$ cat src/nvram_host_pkg.sv
// package for the nonvolatile static ram host controller
package nvram_host_pkg;
    localparam int ADDR_W       = 17;
    localparam int DATA_W       = 8;
    // access phase lengths in ns, counts derived at 50 ns clock
    localparam int CLK_PERIOD_NS = 50;
    localparam int SETUP_NS     = 50;
    localparam int STROBE_NS    = 100;
    localparam int RECOVER_NS   = 50;
    localparam int SETUP_CYC    = (SETUP_NS + CLK_PERIOD_NS - 1) / CLK_PERIOD_NS;
    localparam int STROBE_CYC   = (STROBE_NS + CLK_PERIOD_NS - 1) / CLK_PERIOD_NS;
    localparam int RECOVER_CYC  = (RECOVER_NS + CLK_PERIOD_NS - 1) / CLK_PERIOD_NS;
    // cycles the host holds the busy line low to request a store
    localparam int STORE_PULSE_CYC = 4;
    localparam int CNT_W        = 4;

    typedef struct packed {
        logic              write;
        logic [16:0]       addr;
        logic [7:0]        wdata;
    } req_t;

    typedef struct packed {
        logic [16:0]       addr;
        logic              chip_sel_n;
        logic              write_n;
        logic              out_drv_n;
    } mem_ctl_t;
endpackage : nvram_host_pkg

$ cat src/nvram_host.sv
// host side controller driving the pins of a nonvolatile static ram
`timescale 1ns/1ps
`default_nettype none
// Summary of operation
// - shared 8-bit data bus: host drives on writes, device drives on reads.
// - chip select is driven low for every access, high when idle.
// - host pulling store busy low starts a store of the whole array.
// - software store and restore requests travel over normal accesses.
module nvram_host (
    input  wire logic                  mclk_i,
    input  wire logic                  sys_rst_i,
    input  wire logic                  clk_en_i,
    input  wire nvram_host_pkg::req_t  req_i,
    input  wire logic                  req_valid_i,
    output logic                       req_ready_o,
    input  wire logic                  store_req_i,
    output logic [7:0]                 rdata_o,
    output logic                       rdata_valid_o,
    output logic                       done_o,
    output nvram_host_pkg::mem_ctl_t   mem_ctl_o,
    input  wire logic [7:0]            data_lines_i,
    output logic [7:0]                 data_lines_o,
    output logic                       data_lines_oe_o,
    input  wire logic                  store_busy_n_i,
    output logic                       store_busy_n_o,
    output logic                       store_busy_n_oe_o
);
    typedef enum logic [2:0] {ST_IDLE, ST_SETUP, ST_STROBE, ST_RECOVER, ST_STORE, ST_WAIT}
        state_t;

    state_t                  state_ff;
    state_t                  nxt_state;
    logic [3:0]              cnt_ff;
    logic [3:0]              nxt_cnt;
    logic                    write_ff;
    logic [7:0]              wdata_ff;
    // one-cycle decode strobes shared by the per-concern register blocks
    logic                    take_store;
    logic                    take_access;
    logic                    setup_end;
    logic                    strobe_end;
    logic                    recover_end;
    logic                    pulse_end;
    logic                    store_end;

    // cycle counts as 4-bit constants
    localparam logic [3:0] SETUP_C   = 4'(nvram_host_pkg::SETUP_CYC);
    localparam logic [3:0] STROBE_C  = 4'(nvram_host_pkg::STROBE_CYC);
    localparam logic [3:0] RECOVER_C = 4'(nvram_host_pkg::RECOVER_CYC);
    localparam logic [3:0] STPULSE_C = 4'(nvram_host_pkg::STORE_PULSE_CYC);

    // a phase ends in the cycle its counter stands at one
    function automatic logic last_cycle(input logic [3:0] cnt);
        return (cnt <= 4'h1);
    endfunction : last_cycle

    function automatic logic [3:0] count_down(input logic [3:0] cnt);
        return cnt - 4'h1;
    endfunction : count_down

    // busy low (device store or power-up restore) blocks new accesses
    wire can_start = store_busy_n_i;

    always_comb begin
        take_store  = 1'b0;
        take_access = 1'b0;
        setup_end   = 1'b0;
        strobe_end  = 1'b0;
        recover_end = 1'b0;
        pulse_end   = 1'b0;
        store_end   = 1'b0;
        nxt_state   = state_ff;
        nxt_cnt     = cnt_ff;
        case (state_ff)
            ST_IDLE: begin
                // a store request wins over an access offered in the same cycle
                if (can_start && store_req_i) begin
                    take_store = 1'b1;
                    nxt_cnt    = STPULSE_C;
                    nxt_state  = ST_STORE;
                end else if (can_start && req_valid_i && req_ready_o) begin
                    // software store and restore are plain access sequences
                    take_access = 1'b1;
                    nxt_cnt     = SETUP_C;
                    nxt_state   = ST_SETUP;
                end
            end
            ST_SETUP: begin
                if (last_cycle(cnt_ff)) begin
                    setup_end = 1'b1;
                    nxt_cnt   = STROBE_C;
                    nxt_state = ST_STROBE;
                end else begin
                    nxt_cnt = count_down(cnt_ff);
                end
            end
            ST_STROBE: begin
                if (last_cycle(cnt_ff)) begin
                    strobe_end = 1'b1;
                    nxt_cnt    = RECOVER_C;
                    nxt_state  = ST_RECOVER;
                end else begin
                    nxt_cnt = count_down(cnt_ff);
                end
            end
            ST_RECOVER: begin
                if (last_cycle(cnt_ff)) begin
                    recover_end = 1'b1;
                    nxt_state   = ST_IDLE;
                end else begin
                    nxt_cnt = count_down(cnt_ff);
                end
            end
            ST_STORE: begin
                if (last_cycle(cnt_ff)) begin
                    pulse_end = 1'b1;
                    nxt_state = ST_WAIT;
                end else begin
                    nxt_cnt = count_down(cnt_ff);
                end
            end
            ST_WAIT: begin
                // device keeps busy low until the store finishes
                if (store_busy_n_i) begin
                    store_end = 1'b1;
                    nxt_state = ST_IDLE;
                end
            end
            default: begin
                nxt_state = ST_IDLE;
            end
        endcase
    end

    always_ff @(posedge mclk_i) begin
        if (sys_rst_i) begin
            state_ff <= ST_IDLE;
            cnt_ff   <= 4'h0;
        end else if (clk_en_i) begin
            state_ff <= nxt_state;
            cnt_ff   <= nxt_cnt;
        end
    end

    // request fields are held locally so the requester may move on
    always_ff @(posedge mclk_i) begin
        if (sys_rst_i) begin
            write_ff <= 1'b0;
            wdata_ff <= 8'h00;
        end else if (clk_en_i && take_access) begin
            write_ff <= req_i.write;
            wdata_ff <= req_i.wdata;
        end
    end

    // ready is registered, so it trails a falling busy line by one cycle;
    // can_start still gates the take itself
    always_ff @(posedge mclk_i) begin
        if (sys_rst_i) begin
            req_ready_o <= 1'b0;
        end else if (clk_en_i) begin
            if ((state_ff == ST_IDLE) && !take_store && !take_access) begin
                req_ready_o <= can_start;
            end else begin
                req_ready_o <= 1'b0;
            end
        end
    end

    always_ff @(posedge mclk_i) begin
        if (sys_rst_i) begin
            rdata_o       <= 8'h00;
            rdata_valid_o <= 1'b0;
        end else if (clk_en_i) begin
            rdata_valid_o <= strobe_end && !write_ff;
            if (strobe_end && !write_ff) begin
                rdata_o <= data_lines_i;
            end
        end
    end

    always_ff @(posedge mclk_i) begin
        if (sys_rst_i) begin
            done_o <= 1'b0;
        end else if (clk_en_i) begin
            done_o <= recover_end || store_end;
        end
    end

    always_ff @(posedge mclk_i) begin
        if (sys_rst_i) begin
            mem_ctl_o <= '{addr: 17'h00000, chip_sel_n: 1'b1, write_n: 1'b1,
                           out_drv_n: 1'b1};
        end else if (clk_en_i) begin
            if (take_access) begin
                // address and the select fall go out on the same edge, ahead of the strobe
                mem_ctl_o.addr       <= req_i.addr;
                mem_ctl_o.chip_sel_n <= 1'b0;
            end
            if (setup_end) begin
                if (write_ff) begin
                    mem_ctl_o.write_n <= 1'b0;
                end else begin
                    mem_ctl_o.out_drv_n <= 1'b0;
                end
            end
            if (strobe_end) begin
                mem_ctl_o.write_n    <= 1'b1;
                mem_ctl_o.out_drv_n  <= 1'b1;
                mem_ctl_o.chip_sel_n <= 1'b1;
            end
        end
    end

    always_ff @(posedge mclk_i) begin
        if (sys_rst_i) begin
            data_lines_o    <= 8'h00;
            data_lines_oe_o <= 1'b0;
        end else if (clk_en_i) begin
            if (setup_end && write_ff) begin
                data_lines_o    <= wdata_ff;
                data_lines_oe_o <= 1'b1;
            end else if (state_ff == ST_RECOVER) begin
                // end strobe before releasing data for hold margin
                data_lines_oe_o <= 1'b0;
            end
        end
    end

    // the busy line is open drain: only ever pulled low, never driven high
    always_ff @(posedge mclk_i) begin
        if (sys_rst_i) begin
            store_busy_n_o    <= 1'b0;
            store_busy_n_oe_o <= 1'b0;
        end else if (clk_en_i) begin
            if (take_store) begin
                store_busy_n_oe_o <= 1'b1;
            end else if (pulse_end) begin
                store_busy_n_oe_o <= 1'b0;
            end
        end
    end
endmodule : nvram_host
`default_nettype wire

$ cat config.mk
export PLATFORM = sky130hd
export DESIGN_NAME = nvram_host
export DESIGN_NICKNAME = d
export VERILOG_FILES = /design/src/nvram_host_pkg.sv /design/src/nvram_host.sv
export SDC_FILE = /design/constraint.sdc
export NUM_CORES = 1
export LEC_CHECK = 0
export BUFFER_PORTS_ARGS = -buffer_cell sky130_fd_sc_hd__clkbuf_2
export CAP_MARGIN = 0
export CELL_PAD_IN_SITES_DETAIL_PLACEMENT = 1
export CELL_PAD_IN_SITES_GLOBAL_PLACEMENT = 1
export CORE_AREA = 2 2 86 88
export CTS_BUF_LIST = sky130_fd_sc_hd__clkbuf_2 sky130_fd_sc_hd__clkbuf_4 sky130_fd_sc_hd__clkbuf_8
export DETAILED_ROUTE_END_ITERATION = 6
export DIE_AREA = 0 0 88 90
export GPL_TIMING_DRIVEN = 0
export MAX_ROUTING_LAYER = met4
export PLACE_DENSITY_LB_ADDON = 0.1
export SYNTH_ARGS = -nofsm -noshare
export SYNTH_HDL_FRONTEND = slang
export SYNTH_SLANG_ARGS = --single-unit
$ cat constraint.sdc
create_clock -name mclk_i -period 2.38 [get_ports mclk_i]
set_input_delay 0.476 -clock mclk_i [delete_from_list [all_inputs] [get_ports mclk_i]]
set_output_delay 0.476 -clock mclk_i [all_outputs]
set_load 0.05 [all_outputs]
---- Yosys cells after proc, flatten, opt, wreduce, memory -nomap -nowiden ----
Index checks and enable logic that the tools add are counted.
word-level totals
  word-level logic and storage cells ...... 96
  output and inout bits ................... 42
  bits in registers ....................... 57
operators by class
  $add $sub $neg .......................... 1
  eq/ne operators ......................... 13
  muxes and demuxes ....................... 36
  reduce and logical (&&, ||, !) cells .... 30
  order comparisons ....................... 1
operators by type and width
  kind                                                                               count
  3-bit two-way mux                                                                  8
  1-bit two-way mux                                                                  20
  4-bit two-way mux                                                                  5
  3-bit one-hot mux with 6 select lines                                              1
  4-bit one-hot mux with 4 select lines                                              1
  2-bit inequality test (second input constant)                                      6
  2-bit AND reduction                                                                6
  2-bit nonzero test                                                                 5
  1-bit logical AND                                                                  8
  7-bit AND reduction                                                                1
  3-bit by 2-bit == test with 1-bit output (second input constant)                   2
  3-bit == test (second input constant)                                              2
  3-bit AND reduction                                                                2
  4-bit by 1-bit less-or-equal comparator with 1-bit output (second input constant)  1
  4-bit AND reduction                                                                1
  4-bit nonzero test                                                                 1
  4-bit by 1-bit subtractor with 4-bit output (second input constant)                1
  3-bit by 1-bit == test with 1-bit output (second input constant)                   1
  1-bit logical NOT                                                                  3
  3-bit logical NOT                                                                  1
  3-bit inequality test (second input constant)                                      1
  2-bit two-way mux                                                                  1
  2-bit by 1-bit inequality test with 1-bit output (second input constant)           1
  2-bit OR reduction                                                                 1
  1-bit logical OR                                                                   1

---- Longest topological paths before layout ----
  depth after elaboration ................. 8
  mapped depth ............................ 8
  mapped depth without buffers ............ 7

---- Worst setup path before layout ----
OpenSTA, ideal clock, no wires.
  kind .................................... register to register
  from .................................... register cnt_ff[0]
  to ...................................... register cnt_ff[1]
  data required time ...................... 2246 ps
  arrival time ............................ 1798 ps
  buffers on the path ..................... 0
  clock period less this slack ............ 1932 ps
  setup slack ............................. 448 ps
  cell stages (with the launch flop) ...... 8
  path through ............................ dfxtp_1 > inv_1 > ha_1 > or2_4 > a2111oi_4 > a211oi_4 > a211oi_1 > a211oi_2
on the way
  word-level cells in the longest chain between the ends .. 3
ends and longest elaborated chain
  element                                                                                                                   RTL line                              source
  start, declared                                                                                                           nvram_host.sv:33                      logic [3:0] cnt_ff;
  start signal, assigned                                                                                                    nvram_host.sv:141                     cnt_ff <= nxt_cnt;
  4-bit by 1-bit subtractor with 4-bit output or 4-bit by 1-bit less-or-equal comparator with 1-bit output (tied branches)  nvram_host.sv:58, nvram_host.sv:54
  4-bit two-way mux, or another cell as far along                                                                           nvram_host.sv:107, nvram_host.sv:115
  4-bit one-hot mux with 4 select lines or 4-bit AND reduction (tied branches)                                              n/a
Parallel ways exist; a longest one is shown, timed or not. The select of a mux whose other input is x is not followed.
A chain may end at the register's enable or synchronous reset.

---- Final worst setup path ----
Same ends and word-level chain as after synthesis.

==> flow_metrics.tcl <==
set metrics [dict create \
    critPathTopFamily "compound AO/OA/AOI/OAI gates" \
    power_leakage_nw 1.36 \
    pre_cts_slack_ps 235 \
    dpl.hpwl_microns 5190 \
    layout_min_cycle_time_ps 2160 \
    stdcell_area_sq_um 3280 \
    dr_total_vias 2453 \
    ys_seq_area_share_pct 44.5 \
    slowest_stage "dfxtp_1" \
    synthAdderAreaFrac_pct 1.37 \
    ys.flop_type "dfxtp_1" \
    power_density_nw_per_um2 765 \
    critPathMaxStageDelay_ps 430 \
    synth_top_family_by_area "simple AND/OR/NAND/NOR gates" \
    clkTransAtPathRegs_ps 70 \
    dieArea_sq_um 7920 \
    syn_nets 344 \
    die-width_microns 88 \
    core_area_sq_um 7020 \
    port_buffers 79 \
    critPathKind "reg2reg" \
    grt_pass1_vias 2431 \
    cp_num_buf_inv 1 \
    clock.fmax_mhz 464 \
    fin_setup_tns_ps 0 \
    hold_ws_ps 359 \
    cts_root_buf "clkbuf_8" \
    drc 0 \
    crit_chain "inv_1, ha_1, or2_4, a2111oi_4, a211oi_4, a211oi_1, a211oi_2" \
    finalHoldViolCount 0 \
    diodes 0 \
    grt_pass1_wl_microns 12100 \
    drv_slew 0 \
    maxCapViolations 0 \
    post_drt_wl_per_cell_microns 14.5 \
    worstPathRequired_ps 2580 \
    path_max_fanout 8 \
    syn_inst 302 \
    grt_max_degree 11 \
    syn_avg_cell_area_sq_um 8.50 \
    clock_latency_ps 330 \
    synth_xor_area_share_pct 0.683 \
    arrival_ps 2360 \
    grt_usage_pct 20.1 \
    ant_nets 0 \
    cts_resized 0 \
    crit_path_start_kind "flop" \
    yosys.area_share.simple_pct 22.8 \
    synth_edf_count 0 \
    yosysUniqueCellTypes 54 \
    rows 31 \
    status "finished, final reports clean" \
    tightest_slew_ps 648 \
    synthArstFlopShare_pct 0 \
    synth-compound-area-share_pct 18.9 \
    grt_overflow 0 \
    rsz0062_at_grt "false" \
    drt_first_pass_iters 4 \
    drive_above_1_share_pct 31.0 \
    peakVddDrop_mv 0.314 \
    fillers 883 \
    min_path_type "in2reg" \
    setup_viol 0 \
    viasPerCell 4.95 \
    wirelength_microns 7180 \
    cp-end-kind "flop" \
    die_h_microns 90 \
    cts_hold_buf 0 \
    synthMuxAreaShare_pct 6.24 \
    worst_slack_ps 223 \
    dpl_cell_area_sq_um 3090 \
    relSlewSlack_pct 56.5 \
    antenna_found_initial 0 \
    area_growth_pct 27.8 \
    finClkSkew_ps 7.22 \
    clockBufferDepth 2 \
    clock-sinks 57 \
    layout.nets 434 \
    cts_tree "done" \
    drt-initial-drc-count 69 \
    synth_warnings 0 \
    h-tree-depth 3 \
    postCtsSetupRepairBufs 0 \
    cts_buffers 9 \
    gp_congestion 0.817 \
    syn_area_sq_um 2570 \
    period_share_pct 90.6 \
    start_util_pct 36.6 \
    ios 82 \
    ys_ff_latch 57 \
]
==> cell usage after synthesis, types with 4 or more instances <==
cell type | instances | area share, %
nor2_1 | 23 | 3.4
o21ai_0 | 8 | 1.6
nand2_1 | 64 | 9.4
nand3_1 | 4 | 0.78
a21oi_1 | 37 | 7.2
nor3_1 | 5 | 0.97
nand2b_1 | 4 | 0.97
buf_2 | 10 | 2.0
dfxtp_1 | 57 | 44
a211oi_1 | 6 | 1.8
mux2i_1 | 16 | 6.2
clkbuf_1 | 9 | 1.3
inv_1 | 4 | 0.58
==> routing by layer <==
| metal | GRT usage [%] | vias up | wire length, microns |
|---|---|---|---|
| li1 | - | 1217 | - |
| met4 | 8.72 | 0 | 143 |
| met2 | 30.2 | 74 | 3300 |
| met1 | 26.2 | 1147 | 3410 |
| met5 | - | - | 0 |
| met3 | 3.95 | 15 | 325 |
==> area by class of cell <==
cell class | instances | area, sq um | share of cell area [%]
Buffer | 23 | 121 | 3.70
Clock buffer | 11 | 139 | 4.23
Clock inverter | 5 | 56.3 | 1.72
Inverter | 5 | 18.8 | 0.572
Multi-Input combinational cell | 217 | 1280 | 39.2
Sequential cell | 57 | 1140 | 34.8
Tap cell | 99 | 124 | 3.78
Timing Repair Buffer | 79 | 395 | 12.1
==> sequential cells by signal (all words and copies together), names as in the netlist <==
name / cells
req_ready_o: 1
store_busy_n_oe_o: 1
data_lines_oe_o: 1
rdata_o: 8
done_o: 1
write_ff: 1
cnt_ff: 4
mem_ctl_o: 20
rdata_valid_o: 1
state_ff: 3
wdata_ff: 8
data_lines_o: 8
==> cells in the final DEF (no fill, tap or decap), types with 3 or more instances in the layout <==
cell | synthesis | final
a211oi_1 | 6 | 6
a21o_1 | 3 | 3
a21oi_1 | 37 | 37
a31o_1 | 3 | 3
buf_2 | 10 | 10
clkbuf_1 | 9 | 9
clkbuf_2 | 0 | 79
clkbuf_8 | 0 | 9
dfxtp_1 | 57 | 57
inv_1 | 4 | 4
mux2i_1 | 16 | 16
nand2_1 | 64 | 64
nand2b_1 | 4 | 4
nand3_1 | 4 | 4
nand3b_1 | 3 | 3
nor2_1 | 23 | 23
nor3_1 | 5 | 5
o21ai_0 | 8 | 8
==> worst paths after layout <==
path	start	end	slack [ps]	depth (start not counted)
worst min-delay path	req_i[9]	mem_ctl_o[4]	360	3
worst max register to register	cnt_ff[0]	cnt_ff[1]	220	7
worst min register to register	mem_ctl_o[16]	mem_ctl_o[16]	450	2
worst max-delay path	cnt_ff[0]	cnt_ff[1]	220	7
==> through the flow <==
stage / util (%) / power, mW / std cells
final: 46.7 / 2.51 / 496
after global routing: 46.7 / 2.64 / 496
after CTS: 46.7 / 2.53 / 496
after detailed placement: 43.9 / 1.62 / 480
after global placement: 43.9 / 1.61 / 480
after floorplan: - / 1.46 / 302
==> worst register-to-register path, delay by kind of cell, from the launching register on <==
kind,cells,cell delay (ps)
AND/OR/NAND/NOR,1,300
buffers and inverters,1,90
adder cells (fa/ha/maj),1,270
flip-flops,1,430
AO/OA/AOI/OAI,4,940
==> power breakdown <==
part	switching (mW)	internal (mW)	total, mW
clock	0.405	0.505	0.910
combinational	0.367	0.205	0.572
sequential	0.0367	0.989	1.03
==> cells by family after synthesis <==
kind of cell | count (synthesis)
AO/OA/AOI/OAI | 71
AND/OR/NAND/NOR | 124
XOR/XNOR | 2
buffers and inverters | 28
multiplexers | 16
flip-flops | 57
other | 1
adder cells (fa/ha/maj) | 3
No activity file was read; power rests on OpenSTA's default activity.
